[config.mk]
export PLATFORM = sky130hd
export DESIGN_NAME = fgls_issue_core
export DESIGN_NICKNAME = d
export VERILOG_FILES = /design/src/common/fgls_pkg.sv /design/src/common/fgls_busy_if.sv /design/src/verilog/fgls_busy_timer.sv /design/src/verilog/fgls_issue_core.sv
export SDC_FILE = /design/constraint.sdc
export NUM_CORES = 1
export LEC_CHECK = 0
export BUFFER_PORTS_ARGS = -buffer_cell sky130_fd_sc_hd__buf_2
export CORE_AREA = 2 2 107 161
export DETAILED_ROUTE_END_ITERATION = 8
export DIE_AREA = 0 0 109 163
export PLACE_DENSITY = 0.76
export SETUP_SLACK_MARGIN = 0.15
export SLEW_MARGIN = 5
export SYNTH_ARGS = -nofsm -noshare
export SYNTH_HDL_FRONTEND = slang
export SYNTH_SLANG_ARGS = --single-unit
[constraint.sdc]
create_clock -name core_clk_i -period 3.2 [get_ports core_clk_i]
set_clock_uncertainty 0.1 [all_clocks]
set_input_delay 0.48 -clock core_clk_i [delete_from_list [all_inputs] [get_ports core_clk_i]]
set_output_delay 0.48 -clock core_clk_i [all_outputs]
set_load 0.01 [all_outputs]
[src/common/fgls_pkg.sv]
// Purpose: shared constants and the opcode decoder of the load, store, shift and
//          immediate part of the foreground instruction set
// Assumes: one processor clock, all times in clock periods
// Notes:   opcodes below the indirect memory group issue as a pass
//
// What this block does
// RQ1: opcode 075 stores second at first's address
// RQ2: opcode 076 loads second self-addressed, six periods
// RQ3: opcode 077 stores second self-addressed, frees next
// RQ4: 100-137 shift second right, zero fill
// RQ5: 140-177 shift second left by 32-count
// RQ6: left shift count zero clears second
// RQ7: shifts hold second four periods, issue next
// RQ8: 200-217 load first with four-bit constant
// RQ9: 220-237 load first with twelve-bit constant
// RQ10: 240-257 load first from direct address
// RQ11: 260-277 store first at direct address
// RQ12: 300-317 load second with four-bit constant
// RQ13: 320-337 load second with twelve-bit constant
// RQ14: 340-357 load second from direct address
// RQ15: 360-377 store second at direct address
// RQ16: two-byte forms delay next issue two periods
// RQ17: memory ops wait memory free, hold four
// RQ18: issue needs used accumulators free; stores release
// RQ19: opcode 074 loads second at first's address
// RQ20: busy countdown per resource gates issue

package fgls_pkg;

    // ------------------------------------------------------------------
    // resources and busy times
    // ------------------------------------------------------------------
    localparam int          FGLS_NRES       = 3;
    localparam int          FGLS_CW         = 3;
    localparam int          FGLS_RES_FIRST  = 0;
    localparam int          FGLS_RES_SECOND = 1;
    localparam int          FGLS_RES_MEM    = 2;
    localparam logic [2:0]  FGLS_LOAD_FREE  = 3'h6;
    localparam logic [2:0]  FGLS_STORE_FREE = 3'h1;
    localparam logic [2:0]  FGLS_SHIFT_FREE = 3'h4;
    localparam logic [2:0]  FGLS_CONST_FREE = 3'h3;
    localparam logic [2:0]  FGLS_MEM_FREE   = 3'h4;

    // ------------------------------------------------------------------
    // opcode fields
    // ------------------------------------------------------------------
    localparam logic [5:0]  FGLS_OP_INDIRECT = 6'h0F;
    localparam logic [1:0]  FGLS_OP_SHIFT    = 2'h1;
    localparam logic [1:0]  FGLS_SUB_LD_AT_A = 2'h0;
    localparam logic [1:0]  FGLS_SUB_ST_AT_A = 2'h1;
    localparam logic [1:0]  FGLS_SUB_LD_AT_B = 2'h2;
    localparam logic [1:0]  FGLS_SUB_ST_AT_B = 2'h3;
    localparam logic [7:0]  FGLS_RESET_OP    = 8'h00;

    typedef struct packed {
        logic       two_byte;
        logic       need_first;
        logic       need_second;
        logic       need_mem;
        logic       mem_rd;
        logic       mem_wr;
        logic [2:0] hold_first;
        logic [2:0] hold_second;
    } fgls_dec_s;

    // countdown value for a resource that is free again after t periods
    function automatic logic [2:0] fgls_hold(input logic [2:0] t);
        return t - 3'h1;
    endfunction

    function automatic fgls_dec_s fgls_decode(input logic [7:0] op);
        fgls_dec_s  d;
        logic [2:0] h;
        d = '0;
        h = '0;
        if (op[7:2] == FGLS_OP_INDIRECT) begin
            d.need_second = 1'b1;
            d.need_mem    = 1'b1;
            d.mem_rd      = ~op[0];
            d.mem_wr      = op[0];
            d.need_first  = ~op[1];
            d.hold_second = op[0] ? fgls_hold(FGLS_STORE_FREE) : fgls_hold(FGLS_LOAD_FREE);
        end else if (op[7:6] == FGLS_OP_SHIFT) begin
            d.need_second = 1'b1;
            d.hold_second = fgls_hold(FGLS_SHIFT_FREE);
        end else if (op[7]) begin
            d.two_byte = op[5] | op[4];
            d.need_mem = op[5];
            d.mem_rd   = op[5] & ~op[4];
            d.mem_wr   = op[5] & op[4];
            if (!op[5]) begin
                h = fgls_hold(FGLS_CONST_FREE);
            end else if (!op[4]) begin
                h = fgls_hold(FGLS_LOAD_FREE);
            end else begin
                h = fgls_hold(FGLS_STORE_FREE);
            end
            d.need_first  = ~op[6];
            d.need_second = op[6];
            d.hold_first  = op[6] ? 3'h0 : h;
            d.hold_second = op[6] ? h : 3'h0;
        end
        return d;
    endfunction

endpackage

[src/common/fgls_busy_if.sv]
// Purpose: carries busy countdown loads and values between issue and timer
// Assumes: one clock domain
// Notes:   next_cnt lets the issue logic look one edge ahead
`timescale 1ns/1ps

interface fgls_busy_if;
    import fgls_pkg::*;
    logic [FGLS_NRES-1:0] load;
    logic [FGLS_CW-1:0]   load_val [FGLS_NRES];
    logic [FGLS_CW-1:0]   cnt      [FGLS_NRES];
    logic [FGLS_CW-1:0]   next_cnt [FGLS_NRES];

    modport timer (input load, input load_val, output cnt, output next_cnt);
    modport issue (output load, output load_val, input cnt, input next_cnt);
endinterface

[src/verilog/fgls_busy_timer.sv]
// Purpose: one busy countdown per resource
// Assumes: a load only comes while that resource is free
// Notes:   zero means free
`timescale 1ns/1ps

module fgls_busy_timer (
    input  wire logic   core_clk_i,
    input  wire logic   rst_i,
    fgls_busy_if.timer  bus
);
    import fgls_pkg::*;

    // ------------------------------------------------------------------
    // countdowns
    // ------------------------------------------------------------------
    logic [FGLS_CW-1:0] cnt [FGLS_NRES];

    for (genvar i = 0; i < FGLS_NRES; i++) begin : g_res
        always_comb begin
            if (bus.load[i]) begin
                bus.next_cnt[i] = bus.load_val[i]; // RQ20
            end else if (cnt[i] != '0) begin
                bus.next_cnt[i] = cnt[i] - 3'h1; // RQ20
            end else begin
                bus.next_cnt[i] = '0;
            end
        end

        always_ff @(posedge core_clk_i) begin
            if (rst_i) begin
                cnt[i] <= '0;
            end else begin
                cnt[i] <= bus.next_cnt[i];
            end
        end

        assign bus.cnt[i] = cnt[i];
    end
endmodule

[src/verilog/fgls_issue_core.sv]
// Purpose: issue stage and execution of loads, stores, shifts and immediates
// Assumes: memory answers a read 1 to 3 cycles after mem_req_o, in order
// Notes:   bytes are taken on instr_valid_i and instr_ready_o both high
`timescale 1ns/1ps

module fgls_issue_core (
    input  wire logic        core_clk_i,
    input  wire logic        rst_i,
    input  wire logic        instr_valid_i,
    input  wire logic [7:0]  instr_byte_i,
    output logic             instr_ready_o,
    output logic             issue_o,
    output logic             mem_req_o,
    output logic             mem_we_o,
    output logic [11:0]      mem_addr_o,
    output logic [31:0]      mem_wdata_o,
    input  wire logic        mem_rvalid_i,
    input  wire logic [31:0] mem_rdata_i,
    output logic [31:0]      acc_first_o,
    output logic [31:0]      acc_second_o
);
    import fgls_pkg::*;

    // ------------------------------------------------------------------
    // state
    // ------------------------------------------------------------------
    logic        slot_valid;
    logic [7:0]  slot_op;
    logic        ready;
    logic        issued;
    logic [7:0]  last_op;
    logic [31:0] acc_first;
    logic [31:0] acc_second;
    logic        ld_pend;
    logic        ld_to_second;
    logic        req;
    logic        we;
    logic [11:0] addr;
    logic [31:0] wdata;

    logic        next_slot_valid;
    logic [7:0]  next_slot_op;
    logic        next_ready;
    logic        next_issued;
    logic [7:0]  next_last_op;
    logic [31:0] next_acc_first;
    logic [31:0] next_acc_second;
    logic        next_ld_pend;
    logic        next_ld_to_second;
    logic        next_req;
    logic        next_we;
    logic [11:0] next_addr;
    logic [31:0] next_wdata;

    fgls_dec_s   dec;
    logic        can_issue;
    logic        issue;
    logic        take;
    logic [11:0] imm12;
    logic [4:0]  sh_cnt;
    logic [63:0] left_wide;

    fgls_busy_if tim ();

    fgls_busy_timer u_timer (
        .core_clk_i (core_clk_i),
        .rst_i      (rst_i),
        .bus        (tim.timer)
    );

    // ------------------------------------------------------------------
    // issue checks
    // ------------------------------------------------------------------
    function automatic logic free_for(input fgls_dec_s d,
                                      input logic [2:0] c_first,
                                      input logic [2:0] c_second,
                                      input logic [2:0] c_mem);
        return !(d.need_first && c_first != '0)
            && !(d.need_second && c_second != '0)
            && !(d.need_mem && c_mem != '0);
    endfunction

    always_comb begin
        dec       = fgls_decode(slot_op);
        can_issue = slot_valid && free_for(dec, tim.cnt[FGLS_RES_FIRST],
                        tim.cnt[FGLS_RES_SECOND], tim.cnt[FGLS_RES_MEM]); // RQ18 RQ17
        issue     = can_issue && (!dec.two_byte || instr_valid_i); // RQ16
        take      = instr_valid_i && ready;
        imm12     = {slot_op[3:0], instr_byte_i}; // RQ9 RQ13
        sh_cnt    = slot_op[4:0];
        left_wide = {acc_second, 32'h0} >> sh_cnt; // RQ5
    end

    always_comb begin
        tim.load[FGLS_RES_FIRST]      = issue && dec.need_first; // RQ20
        tim.load[FGLS_RES_SECOND]     = issue && dec.need_second; // RQ20
        tim.load[FGLS_RES_MEM]        = issue && dec.need_mem; // RQ17
        tim.load_val[FGLS_RES_FIRST]  = dec.hold_first; // RQ18
        tim.load_val[FGLS_RES_SECOND] = dec.hold_second; // RQ2 RQ7 RQ18
        tim.load_val[FGLS_RES_MEM]    = fgls_hold(FGLS_MEM_FREE); // RQ17
    end

    // ------------------------------------------------------------------
    // issue slot and ready
    // ------------------------------------------------------------------
    always_comb begin
        next_slot_valid = slot_valid;
        next_slot_op    = slot_op;
        if (issue && dec.two_byte) begin
            next_slot_valid = 1'b0; // RQ16
        end else if (take) begin
            next_slot_valid = 1'b1;
            next_slot_op    = instr_byte_i;
        end else if (issue) begin
            next_slot_valid = 1'b0;
        end
        // looks one edge ahead so the registered ready allows one issue a cycle
        next_ready = !next_slot_valid
                  || free_for(fgls_decode(next_slot_op), tim.next_cnt[FGLS_RES_FIRST],
                        tim.next_cnt[FGLS_RES_SECOND], tim.next_cnt[FGLS_RES_MEM]); // RQ18
        next_issued  = issue;
        next_last_op = issue ? slot_op : last_op;
    end

    always_ff @(posedge core_clk_i) begin
        if (rst_i) begin
            slot_valid <= 1'b0;
            slot_op    <= FGLS_RESET_OP;
            ready      <= 1'b1;
            issued     <= 1'b0;
            last_op    <= FGLS_RESET_OP;
        end else begin
            slot_valid <= next_slot_valid;
            slot_op    <= next_slot_op;
            ready      <= next_ready;
            issued     <= next_issued;
            last_op    <= next_last_op;
        end
    end

    // ------------------------------------------------------------------
    // execution: accumulators and memory port
    // ------------------------------------------------------------------
    always_comb begin
        next_acc_first    = acc_first;
        next_acc_second   = acc_second;
        next_ld_pend      = ld_pend;
        next_ld_to_second = ld_to_second;
        next_req          = 1'b0;
        next_we           = 1'b0;
        next_addr         = addr;
        next_wdata        = wdata;
        if (mem_rvalid_i && ld_pend) begin
            next_ld_pend = 1'b0;
            if (ld_to_second) begin
                next_acc_second = mem_rdata_i; // RQ2 RQ14 RQ19
            end else begin
                next_acc_first = mem_rdata_i; // RQ10
            end
        end
        if (issue) begin
            if (slot_op[7:2] == FGLS_OP_INDIRECT) begin
                next_req   = 1'b1;
                next_we    = dec.mem_wr; // RQ1 RQ3
                next_addr  = slot_op[1] ? acc_second[11:0] : acc_first[11:0]; // RQ1 RQ19
                next_wdata = acc_second; // RQ1 RQ3
                if (dec.mem_rd) begin
                    next_ld_pend      = 1'b1; // RQ2 RQ19
                    next_ld_to_second = 1'b1;
                end
            end else if (slot_op[7:6] == FGLS_OP_SHIFT) begin
                if (!slot_op[5]) begin
                    next_acc_second = acc_second >> sh_cnt; // RQ4
                end else begin
                    next_acc_second = left_wide[31:0]; // RQ5 RQ6
                end
            end else if (slot_op[7] && !slot_op[5]) begin
                if (slot_op[6]) begin
                    next_acc_second = slot_op[4] ? {20'h0, imm12}
                                                 : {28'h0, slot_op[3:0]}; // RQ12 RQ13
                end else begin
                    next_acc_first = slot_op[4] ? {20'h0, imm12}
                                                : {28'h0, slot_op[3:0]}; // RQ8 RQ9
                end
            end else if (slot_op[7]) begin
                next_req   = 1'b1;
                next_we    = dec.mem_wr; // RQ11 RQ15
                next_addr  = imm12; // RQ10 RQ11 RQ14 RQ15
                next_wdata = slot_op[6] ? acc_second : acc_first; // RQ11 RQ15
                if (dec.mem_rd) begin
                    next_ld_pend      = 1'b1; // RQ10 RQ14
                    next_ld_to_second = slot_op[6];
                end
            end
        end
    end

    always_ff @(posedge core_clk_i) begin
        if (rst_i) begin
            acc_first    <= 32'h0;
            acc_second   <= 32'h0;
            ld_pend      <= 1'b0;
            ld_to_second <= 1'b0;
            req          <= 1'b0;
            we           <= 1'b0;
            addr         <= 12'h0;
            wdata        <= 32'h0;
        end else begin
            acc_first    <= next_acc_first;
            acc_second   <= next_acc_second;
            ld_pend      <= next_ld_pend;
            ld_to_second <= next_ld_to_second;
            req          <= next_req;
            we           <= next_we;
            addr         <= next_addr;
            wdata        <= next_wdata;
        end
    end

    assign instr_ready_o = ready;
    assign issue_o       = issued;
    assign mem_req_o     = req;
    assign mem_we_o      = we;
    assign mem_addr_o    = addr;
    assign mem_wdata_o   = wdata;
    assign acc_first_o   = acc_first;
    assign acc_second_o  = acc_second;
endmodule

Yosys cells after proc, flatten, opt, wreduce, memory -nomap -nowiden. Memory sizes are Yosys's and may differ from the RTL's. Cells that the tools add are included.

Register bits: 123. Bits in writable memories: 9. Input bits: 44. Output and inout bits: 112. Word-level logic and storage cells: 170. Memories kept: 1.

Memory list: u_timer.cnt (words 3, bits a word 3, rd ports 3, clocked after memory_dff 0, wr ports 3, line fgls_busy_timer.sv:16) `logic [FGLS_CW-1:0] cnt [FGLS_NRES];`.

Add/sub/neg operators: 3. Equal/unequal tests: 7. Shift-type cells: 2. Multiplexer cells: 87. Bitwise operators: 17. Reduce and logical (&&, ||, !) cells: 41.

Operators by type and width (number): $mux W32 (20); $mux W12 (7); $shr A64 B5 Y32 (1); $mux W3 (21); $shr A32 B5 Y32 (1); $mux W1 (31); $reduce_bool A3 Y1 (7); $logic_and A1 B1 Y1 (19); $mux W8 (2); $eq A6 B4 Y1 const B (2); $mux W6 (2); $mux W11 (1); $mux W5 (2); $logic_not A1 Y1 (9); $not A1 Y1 (9); $sub A3 B1 Y3 const B (3); $ne A2 B2 Y1 const B (3); $reduce_and A6 Y1 (1); $and A1 B1 Y1 (4); $eq A2 B1 Y1 const B (2); $or A1 B1 Y1 (4); $reduce_and A4 Y1 (1); $logic_or A1 B1 Y1 (2); $mux W2 (1); 2 further kinds (2).

Logic depth before layout (Yosys ltp). Gate-level depths: netlist of run 1.

Depth after elaboration: 25. Depth in mapped cells: 11. Gate-level depth less buffers: 7.

Cells and area by module. Synthesis of run 1 repeated with hierarchy kept, for this count alone.

Cells, all modules: 1039. Area, all modules: 8463.1 µm².

Modules (own cells, without submodules): fgls_issue_core (instances 1, cells an instance 981, area each 7946.4 µm², sequential area each 2462.4 µm²); fgls_busy_timer (instances 1, cells an instance 58, area each 516.7 µm², sequential area each 180.2 µm²).

Worst setup path before layout of run 1. OpenSTA, ideal clock, no wires.

Path kind: register to register. From: reg slot_op[4]. To: reg acc_first[11] (netlist: acc_first_o[11]). Library setup time: 135 ps. Arrival time: 1980 ps. Data required time: 2965 ps. Slack: 985 ps. Cell stages (with the launch flop): 11. Buffers on the path: 4. Period minus slack after synthesis: 2215 ps. Cells stage by stage: dfxtp_1 -> buf_6 -> or2_1 -> buf_6 -> a31oi_4 -> o21ai_2 -> or4_4 -> buf_6 -> buf_6 -> a21oi_1 -> a311oi_1.

Longest elaborated chain between the ends: 9. Elaborated cells between the ends (all ways): 24. Classes of those cells: eq/ne: 1; mux: 10; bitwise: 1; reduce/logical: 12.

RTL lines: from (decl) (line fgls_issue_core.sv:28) `logic [7:0] slot_op;`; from (signal assigned) (line fgls_issue_core.sv:134) `slot_op <= next_slot_op;`; $eq A6 B4 Y1 (line fgls_pkg.sv:76, fgls_issue_core.sv:162); $mux W5 (line fgls_pkg.sv:76) `if (op[7:2] == FGLS_OP_INDIRECT) begin`; $logic_and A1 B1 Y1 (on tied branches) (line fgls_issue_core.sv:78, fgls_issue_core.sv:79); $logic_not A1 Y1 (on tied branches) (line fgls_issue_core.sv:78, fgls_issue_core.sv:79); $logic_and A1 B1 Y1 (line fgls_issue_core.sv:79) `&& !(d.need_second && c_second != '0)`; $logic_and A1 B1 Y1 (line fgls_issue_core.sv:80) `&& !(d.need_mem && c_mem != '0);`; $logic_and A1 B1 Y1 (line fgls_issue_core.sv:85) `can_issue = slot_valid && free_for(dec, tim.cnt[FGLS_RES_FIRST],`; $logic_and A1 B1 Y1 (line fgls_issue_core.sv:87) `issue = can_issue && (!dec.two_byte || instr_valid_i);`; $mux W32 (*) (line fgls_issue_core.sv:161) `if (issue) begin`; to (signal assigned) (line fgls_issue_core.sv:209) `acc_first <= next_acc_first;`; to (decl) (line fgls_issue_core.sv:32) `logic [31:0] acc_first;`.

Every way passes the cells marked *; elsewhere a longest branch is shown, timed or not. A chain may end at the register's enable or synchronous reset.

Worst setup path after layout of run 1.
From: reg slot_op[0]. To: reg acc_second[26] (netlist: acc_second_o[26]).

Longest elaborated chain between the ends: 5. Elaborated cells between the ends (all ways): 6. Classes of those cells: shift: 2; mux: 4.

RTL lines: $shr A32 B5 Y32 or $shr A64 B5 Y32 (tied branches) (line fgls_issue_core.sv:173, fgls_issue_core.sv:91); $mux W32 (*) (line fgls_issue_core.sv:172) `if (!slot_op[5]) begin`; $mux W32 (*) (line fgls_issue_core.sv:171) `end else if (slot_op[7:6] == FGLS_OP_SHIFT) begin`; $mux W32 (*) (line fgls_issue_core.sv:162) `if (slot_op[7:2] == FGLS_OP_INDIRECT) begin`; $mux W32 (*) (line fgls_issue_core.sv:161); to (signal assigned) (line fgls_issue_core.sv:210) `acc_second <= next_acc_second;`; to (decl) (line fgls_issue_core.sv:33) `logic [31:0] acc_second;`.

Marked as above.

==> results.toml, run 1 <==
[status]
status = "complete, no violations"

[worst_hold_path]
hp-class = "in2reg"
whs_path_depth = 3
worstHoldStart = "mem_rdata_i[26]"
worstHoldEndpoint = "acc_first_o[26]$_SDFF_PP0_"

[setup_path]
arrival_ps = 3030
cp-end-kind = "flop"
path_buf_inv = 2
required_ps = 3400
cp-start-kind = "flop"
crit_path_max_incr_delay_ps = 660
cpMostUsedCell = "o22ai_1"
path_class = "reg2reg"
reg2regPathDepth = 9
cp_top_family = "multiplexers"
reg2reg_slack_ps = 360
r2r_start = "slot_op[0]$_SDFFE_PP0P_"
crit_slowest_cell = "dfxtp_2"
cp_max_fo = 23
r2r-end = "acc_second_o[26]$_SDFF_PP0_"
crit_chain = "buf_12 -> mux4_2 -> mux2i_1 -> nand2_1 -> o21ai_0 -> buf_4 -> o22ai_1 -> a32oi_1 -> o22ai_1"

[global_route]
grt_max_degree = 98
met3_usage_pct = 6.56
grtUsageMet2_pct = 55.6
antenna_found_initial = 0
track_usage_pct = 34.8
top_usage_layer = "met2"
grt_pass1_vias = 8296
gr-total-overflow = 0
grt_first_pass_wirelength_um = 46600
met1_usage_pct = 40.5

[die]
die-area_mm2 = 0.0178
floorplan.initialDensity_pct = 49.8
die_y_um = 163
core_area_mm2 = 0.0165
pin_count = 156
fp-row-count = 58
die_w_um = 109

[sta]
rsz0062_at_grt = "no"
setup_slack_ps = 363
slew_violations = 0
fin_crit_ps = 2840
hold_viol = 0
post-route-period-util_pct = 88.7
hold_ws_ps = 188
setup-violations-final = 0
max_freq_ghz = 0.352
relSlewSlack_pct = 46.7
finalSetupTns_ps = 0
worst_pin_slew_ps = 792

[synthesis]
syn-cell-area_mm2 = 0.00820
synth-edff-count = 0
synthCells = 992
syn-mean-instance-area_um2 = 8.26
synthDistinctLibCells = 65
ys.flop_type = "dfxtp_1"
yosys.area.top_type = "dfxtp_1"
synth_warnings = 0
yosys-top-cells-area = "dfxtp_1 (32%), mux2i_1 (13%), nand2_1 (8.1%)"
async_flop_share_pct = 0
ys_seq_area_share_pct = 32.2
synth_top_area_share_pct = 32.2
ys_ff_latch = 132
synth_fp_nets = 1036

[route]
via_per_inst = 6.51
wirelength_um = 30900
drtAntennaViolNets = 0
first_iter_violations = 956
wl_per_cell_um = 23.1
drt_first_pass_iters = 5
drc = 0
via_count = 8700

[placement]
port_buffers = 155
gp_congestion = 1.04
dp_hpwl_um = 22600
dp_slack_ps = 424

[cts]
postCtsHoldBufs = 0
clkTransAtPathRegs_ps = 60
cts_max_level = 4
cts_root_buf = "clkbuf_16"
cts.sinks = 132
cts_setup_buffers = 0
cts_tree = "yes"
cts_buffers = 17
cts_resized = 0
insertion_delay_ps = 430
ctsLongestPathBuffers = 2

[power_and_ir_drop]
power_density_mw_per_mm2 = 432
peakVddDrop_v = 0.000317
p_leak_nw = 3.90

[finish]
area_growth_pct = 19.2
antenna_cells = 0
drive_gt1_share_pct = 24.8
num-nets-final = 1158

[flow_run]
maxCapViolCount = 0
[power breakdown]
group / total (mW) / switching (mW) / internal [mW]
clock: 2.01 / 0.815 / 1.20
sequential: 1.72 / 0.0494 / 1.67
combinational: 0.492 / 0.309 / 0.183
total: 4.22 / 1.17 / 3.05
[layer usage]
layer,vias up,part of all wire (%)
met5,-,0
met2,583,47
met3,141,8.5
met1,4072,36
met4,0,7.8
li1,3904,-
[how the worst max path moves through the flow]
stage | from | cells after the start | slack, ps | end
6_report | slot_op[0]$_SDFFE_PP0P_ | 9 | 360 | acc_second_o[26]$_SDFF_PP0_
3_5_place_dp | slot_op[0]$_SDFFE_PP0P_ | 9 | 420 | acc_second_o[26]$_SDFF_PP0_
2_1_floorplan | slot_op[4]$_SDFF_PP0_ | 10 | 980 | acc_first_o[11]$_SDFF_PP0_
5_1_grt | slot_op[0]$_SDFFE_PP0P_ | 9 | 260 | acc_second_o[26]$_SDFF_PP0_
3_3_place_gp | slot_op[0]$_SDFFE_PP0P_ | 9 | 450 | acc_second_o[26]$_SDFF_PP0_
4_1_cts | slot_op[0]$_SDFFE_PP0P_ | 9 | 400 | acc_second_o[26]$_SDFF_PP0_
[registers in the layout (all words and copies together) (netlist names)]
name           flops
mem_addr_o        12
issue_o            1
slot_op            8
u_timer.cnt        9
acc_second_o      32
ld_to_second       1
slot_valid         1
mem_we_o           1
mem_wdata_o       32
ld_pend            1
instr_ready_o      1
acc_first_o       32
mem_req_o          1
[tightest hold or removal path, cell delays in order]
cell     delay (ps)
buf_2           100
nand2_1          50
a21oi_1          50
[cells in the mapped netlist (all sizes together) (4+ instances only)]
master and count:
a2111oi 4, a211oi 41, a21o 5, a21oi 81, a22oi 4, a311oi 7
a31oi 10, and2 4, and3 12, buf 43, clkbuf 48, dfxtp 132
inv 5, mux2 9, mux2i 103, mux4 28, nand2 176, nand2b 10
nand3 10, nor2 93, nor2b 5, nor3 18, nor3b 4, nor4 5
o211ai 13, o21ai 38, o21bai 5, o22a 6, o22ai 22
[metrics by stage]
step	util (%)	total power [mW]	area [µm²]	std cells
after floorplan	-	2.05	8200	992
after global placement	55.7	2.23	9170	1305
after detailed placement	55.7	2.23	9170	1305
after CTS	59.3	4.21	9770	1337
after global routing	59.3	4.32	9770	1337
final	59.3	4.22	9770	1337
[area by class of cell]
class	count	area, µm²
clock buffer	19	453
sequential	132	2650
inverter	7	26.3
clock inverter	13	148
timing repair buffer	194	1130
tap	210	263
multi-input combinational	762	5100
fill	1467	6700
[kinds of logic (layout without fill, tap and decap cells)]
group	count (synthesis)	in the layout	synth area share, %
AND/OR/NAND/NOR	352	352	18.6
AO/OA/AOI/OAI	270	270	21.8
multiplexers	140	140	21.5
flip-flops	132	132	32.2
buffers and inverters	98	233	5.83
[layout by cell type, fill, tap and decap left out, drive strengths merged, types with 9 or more instances in the layout]
master,n
o21ai,38
buf,194
o22ai,22
and3,12
o211ai,13
nor3,18
nor2,93
mux2,9
mux4,28
a21oi,81
nand3,10
nand2b,10
dfxtp,132
a211oi,41
clkbuf,19
a31oi,10
nand2,176
mux2i,103
Power figures use the tool's default switching activity.
==> run 2, diff against run 1 <==
--- a/config.mk
+++ b/config.mk
@@ -11,6 +11,7 @@
 export DIE_AREA = 0 0 109 163
 export PLACE_DENSITY = 0.76
 export SETUP_SLACK_MARGIN = 0.15
+export SKIP_LAST_GASP = 1
 export SLEW_MARGIN = 5
 export SYNTH_ARGS = -nofsm -noshare
 export SYNTH_HDL_FRONTEND = slang
==> constraint.sdc (replaced) <==
create_clock -name core_clk_i -period 2.7 [get_ports core_clk_i]
set_clock_uncertainty 0.1 [all_clocks]
set_input_delay 0.405 -clock core_clk_i [delete_from_list [all_inputs] [get_ports core_clk_i]]
set_output_delay 0.405 -clock core_clk_i [all_outputs]
set_load 0.01 [all_outputs]
==> run 2 against run 1 <==
Critical path depth up 1. First-iteration DRC count shrank 15%. Non-clock buffer count rose by 50. Power increased by 17%. Worst setup slack worse by 150 ps. Fmax up 14%. Global-route usage rose by 2.2 points. Critical path type unchanged.
==> results.toml, run 2 (synthesis results as in run 1) <==
[status]
status = "complete, no violations"

[route]
met3_length_um = 2050
via_count = 8787
wl_per_cell_um = 23.5
via_per_inst = 6.34
dr.max_layer_used = "met4"
drc = 0
drtAntennaViolNets = 0
wirelength_um = 32600
wl_met1_um = 11900
first_iter_violations = 816
drt_first_pass_iters = 6
wl_met2_um = 16000

[placement]
port_buffers = 155
dp_hpwl_um = 24200
placed_area_mm2 = 0.00953
gp_congestion = 1.03

[setup_path]
crit_chain = "buf_12 -> buf_4 -> mux4_2 -> mux2i_1 -> buf_4 -> nand2_1 -> o21ai_0 -> o221ai_1 -> buf_4 -> and3_1"
critical_path_depth = 10
path_class = "reg2reg"
crit_path_max_incr_delay_ps = 520
reg2reg_slack_ps = 210
cpMostUsedCell = "buf_4"
cp-end-kind = "flop"
cp_max_fo = 8
reg2regPathDepth = 10
arrival_ps = 2710
required_ps = 2920
path_buf_inv = 4
cp_top_family = "multiplexers"
cp-start-kind = "flop"
crit_slowest_cell = "mux4_2"

[sta]
slew_violations = 0
post-route-period-util_pct = 92.2
rsz0062_at_grt = "yes"
max_freq_ghz = 0.402
finalSetupTns_ps = 0
worst_pin_slew_ps = 696
relSlewSlack_pct = 53.5
fin_crit_ps = 2490
hold_viol = 0
setup-violations-final = 0

[worst_hold_path]
hp-class = "in2reg"
whs_path_depth = 3

[power_and_ir_drop]
p_leak_nw = 4.15
peakVddDrop_v = 0.000429
intPower_mw = 3.45
sequentialPowerShare_pct = 41.0
power_density_mw_per_mm2 = 483
switching_power_mw = 1.47
p_clk_share_pct = 45.6
p_sw_share_pct = 29.9
pwr-share-comb_pct = 13.4

[global_route]
grt_max_degree = 70
grt_pass1_vias = 8321
track_usage_pct = 37.0
gr-total-overflow = 0
antenna_found_initial = 0
grt_first_pass_wirelength_um = 49000

[flow_run]
maxCapViolCount = 0

[cts]
ctsLongestPathBuffers = 2
cts_root_buf = "clkbuf_16"
cts_tree = "yes"
clkTransAtPathRegs_ps = 70
postCtsHoldBufs = 0
cts_max_level = 4
cts_buffers = 17
insertion_delay_ps = 430
cts.sinks = 132

[die]
fp-row-count = 58
die_y_um = 163
die-area_mm2 = 0.0178
pin_count = 156
floorplan.initialDensity_pct = 49.8
core_area_mm2 = 0.0165
die_w_um = 109

[finish]
drive_gt1_share_pct = 28.0
antenna_cells = 0
mostFrequentLayoutCell = "nand2_1"
finalInstanceArea_mm2 = 0.0102
final_cell_mix = "nand2_1 (176), buf_2 (155), dfxtp_1 (130), mux2i_1 (103), nor2_1 (91)"
num-nets-final = 1208
area_growth_pct = 24.4
## run 2: changes by cell type in the layout (fill, tap and decap cells not counted), sizes merged
cell,delta
inv,+4
bufinv,-2
buf,+50
clkbuf,-2
## run 2: power by group through the flow
stage | clock [mW] | combinational [mW] | sequential [mW]
finish | 2.24 | 0.658 | 2.02
global route | 2.35 | 0.694 | 2.02
CTS | 2.26 | 0.628 | 2.02
detailed placement | 0 | 0.617 | 2.07
global placement | 0 | 0.617 | 2.07
floorplan | 0 | 0.385 | 2.05
## run 2: worst reg2reg max path, cell delays in order (launching register included)
cell and delay (ps):
dfxtp_4 420, buf_12 140, buf_4 120, mux4_2 520, mux2i_1 250, buf_4 160, nand2_1 40, o21ai_0 120
o221ai_1 170, buf_4 180, and3_1 160
## run 2: path summary, 6_finish.rpt
path,to,start
setup / recovery,acc_second_o[3]$_SDFF_PP0_,slot_op[0]$_SDFFE_PP0P_
hold / removal,acc_first_o[21]$_SDFF_PP0_,mem_rdata_i[21]
setup reg to reg,acc_second_o[3]$_SDFF_PP0_,slot_op[0]$_SDFFE_PP0P_
hold reg to reg,mem_addr_o[9]$_SDFFE_PP0P_,mem_addr_o[9]$_SDFFE_PP0P_
## run 2: metrics by stage
stage          utilization (%)  total power, mW  setup slack (ps)  hold WS, ps  instances
2_1_floorplan                -             2.43               485          366        992
5_1_grt                   61.9             5.06               137          121       1387
3_5_place_dp              57.9             2.68               113          344       1347
3_3_place_gp              57.9             2.68              84.6          335       1347
6_report                  61.9             4.92               211          126       1387
4_1_cts                   61.4             4.91               201          116       1381
## run 2: layout make-up
cell class                      instances  area [µm²]
Fill cell                            1430        6280
Multi-Input combinational cell        762        5120
Inverter                                7        26.3
Clock inverter                         15         141
Clock buffer                           17         425
Sequential cell                       132        2650
Tap cell                              210         263
Timing Repair Buffer                  244        1570
## run 2: per-layer routing
layer | GRT usage (%) | vias to the layer above
li1 | - | 3984
met3 | 5.56 | 137
met1 | 42.1 | 4190
met4 | 26.5 | 0
met2 | 62.0 | 476
met5 | 0 | -
## run 2: timing repair
item                       CTS  global route
setup buffers                2             6
setup endpoints to repair    4             5
resized for setup            3             3
hold endpoints to repair     0             0
==> run 3, diff against run 2 <==
--- a/config.mk
+++ b/config.mk
@@ -5,10 +5,11 @@
 export SDC_FILE = /design/constraint.sdc
 export NUM_CORES = 1
 export LEC_CHECK = 0
+export ABC_AREA = 1
 export BUFFER_PORTS_ARGS = -buffer_cell sky130_fd_sc_hd__buf_2
-export CORE_AREA = 2 2 107 161
+export CORE_AREA = 2 2 110 166
 export DETAILED_ROUTE_END_ITERATION = 8
-export DIE_AREA = 0 0 109 163
+export DIE_AREA = 0 0 112 168
 export PLACE_DENSITY = 0.76
 export SETUP_SLACK_MARGIN = 0.15
 export SKIP_LAST_GASP = 1
==> run 3 against run 2 <==
Die area up 5.9%. Clock power is 6% higher. Worst setup slack improved by 22 ps. Non-clock buffer count down 37. Highest routed layer unchanged. Via count increased by 16%. Hold slack improved by 17 ps. First-iteration DRC count grew 40%. Global-route usage fell by 2.3 points. Critical endpoint is now acc_second_o[13]$_SDFF_PP0_. Power increased by 14%. Critical path depth rose by 1.
==> results.toml, run 3 <==
[status]
status = "complete, no violations"

[setup_path]
cp-end-kind = "flop"
cp_max_fo = 39
cpMostUsedCell = "o21ai_0"
crit_path_max_incr_delay_ps = 400
required_ps = 2900
arrival_ps = 2670
crit_chain = "buf_12 -> inv_1 -> nand3_1 -> o21ai_0 -> a22oi_2 -> o22ai_1 -> o21ai_1 -> nor2_1 -> o21ai_0 -> buf_4 -> o21ai_0"
path_class = "reg2reg"
crit_slowest_cell = "dfxtp_2"
cp-start-kind = "flop"

[die]
die-area_mm2 = 0.0188
die_w_um = 112
core_area_mm2 = 0.0176
die_y_um = 168
pin_count = 156
fp-row-count = 60
floorplan.initialDensity_pct = 49.6

[synthesis]
synth.cells.most_frequent = "nand2_1 (404), o21ai_0 (182), dfxtp_1 (132)"
yosys.area.top_type = "dfxtp_1"
ys_ff_latch = 132
synth_top_area_share_pct = 30.3
synth-edff-count = 0
syn-cell-area_mm2 = 0.00872
async_flop_share_pct = 0
synthDistinctLibCells = 46
yosys-top-cells-area = "dfxtp_1 (30%), nand2_1 (17%), o21ai_0 (10%)"
synth_fp_nets = 1419
synth_warnings = 0
syn-mean-instance-area_um2 = 6.34
ys.flop_type = "dfxtp_1"
ys_seq_area_share_pct = 30.3
yosysMostFrequentCell = "nand2_1"
synthCells = 1375

[placement]
dp_hpwl_um = 24700
port_buffers = 155
gp_congestion = 1.05

[cts]
insertion_delay_ps = 430
postCtsHoldBufs = 0
cts_buffers = 17
cts_max_level = 4
cts_root_buf = "clkbuf_16"
clkTransAtPathRegs_ps = 70
cts_tree = "yes"
ctsLongestPathBuffers = 2
cts.sinks = 132

[sta]
slew_violations = 0
max_freq_ghz = 0.405
post-route-period-util_pct = 91.4
finalSetupTns_ps = 0
fin_crit_ps = 2470
rsz0062_at_grt = "yes"
relSlewSlack_pct = 54.5
setup-violations-final = 0
worst_pin_slew_ps = 682
hold_ws_ps = 144
hold_viol = 0

[finish]
area_growth_pct = 19.0
fillerInstances = 1702
seq_area_mm2 = 0.00265
num-nets-final = 1548
drive_gt1_share_pct = 21.4
final_cell_mix = "nand2_1 (404), o21ai_0 (176), buf_2 (155), dfxtp_1 (130), nor2_1 (119)"
multi_input_comb_area_mm2 = 0.00523
antenna_cells = 0
mostFrequentLayoutCell = "nand2_1"

[power_and_ir_drop]
peakVddDrop_v = 0.000649
p_leak_nw = 4.56
power_density_mw_per_mm2 = 540

[route]
wirelength_um = 33200
via_per_inst = 5.90
drt_first_pass_iters = 8
wl_per_cell_um = 19.2
via_count = 10200
first_iter_violations = 1140
drc = 0
drtAntennaViolNets = 0

[global_route]
grt_pass1_vias = 9369
grtUsageMet2_pct = 56.0
antenna_found_initial = 0
top_usage_layer = "met2"
met3_usage_pct = 7.02
gr-total-overflow = 0
grt_max_degree = 71
grt_first_pass_wirelength_um = 51500
track_usage_pct = 34.6
met1_usage_pct = 43.2

[flow_run]
maxCapViolCount = 0

[worst_hold_path]
hp-class = "in2reg"
[run 3: cell count changes in the layout (fill, tap and decap cells not counted), moves of 34 or more]
cell,delta
a211oi_1,-38
nand2_1,+228
inv_1,+86
o21ai_1,+81
mux2i_1,-94
o21ai_0,+145
buf_4,-34
a31oi_2,+36
[run 3: layout make-up]
class | instances | share of cell area (%)
Multi-Input combinational cell | 1046 | 50.4
Sequential cell | 132 | 25.5
Timing Repair Buffer | 207 | 12.1
Clock buffer | 17 | 4.10
Inverter | 100 | 3.67
Tap cell | 217 | 2.62
Clock inverter | 15 | 1.62
[run 3: cells by family after synthesis]
| logic type | count (synthesis) | synth area share [%] |
|---|---|---|
| buf+inv | 197 | 9.96 |
| compound gates | 421 | 29.0 |
| mux | 9 | 1.03 |
| simple gates | 616 | 29.7 |
| flops | 132 | 30.3 |
[run 3: path summary, 6_finish.rpt]
check | from | endpoint | slack (ps) | depth (start not counted)
max | slot_op[5]$_SDFF_PP0_ | acc_second_o[13]$_SDFF_PP0_ | 230 | 11
min | mem_rvalid_i | ld_pend$_SDFF_PP0_ | 140 | 4
max reg2reg | slot_op[5]$_SDFF_PP0_ | acc_second_o[13]$_SDFF_PP0_ | 230 | 11
min reg2reg | ld_pend$_SDFF_PP0_ | ld_pend$_SDFF_PP0_ | 370 | 2
[run 3: worst max-delay path, delay by kind of cell (launching register included)]
family	cells	cell delay, ps
AND/OR/NAND/NOR	2	210
buffers and inverters	3	580
flip-flops	1	400
AO/OA/AOI/OAI	6	1040
[run 3: per-stage QoR]
| step | setup slack (ps) | std cells | utilization [%] | instance area (µm²) | power (mW) |
|---|---|---|---|---|---|
| after floorplan | 789 | 1375 | - | 8720 | 2.81 |
| after global placement | 4.27 | 1702 | 55.6 | 9760 | 3.22 |
| after detailed placement | 14.3 | 1702 | 55.6 | 9760 | 3.23 |
| after CTS | 172 | 1734 | 58.9 | 10400 | 5.59 |
| after global routing | 111 | 1734 | 59.1 | 10400 | 5.82 |
| final | 233 | 1734 | 59.1 | 10400 | 5.60 |
[run 3: what timing repair did]
item                       in CTS  in global routing
setup buffers                   0                  0
setup endpoints to repair       1                 21
resized for setup               2                 10
[run 3: layer usage]
| metal | up-vias | part of all wire, % |
|---|---|---|
| met4 | 0 | 5.4 |
| met1 | 4690 | 40 |
| met2 | 570 | 47 |
| met3 | 113 | 8.4 |
| li1 | 4852 | - |
| met5 | - | 0 |
[run 3: power breakdown]
group | leakage [nW] | internal, mW | switching (mW) | total (mW)
logic | 3.20 | 0.357 | 0.801 | 1.16
registers | 1.07 | 2.00 | 0.0684 | 2.07
clock network | 0.292 | 1.39 | 0.985 | 2.37
total | 4.56 | 3.74 | 1.85 | 5.60
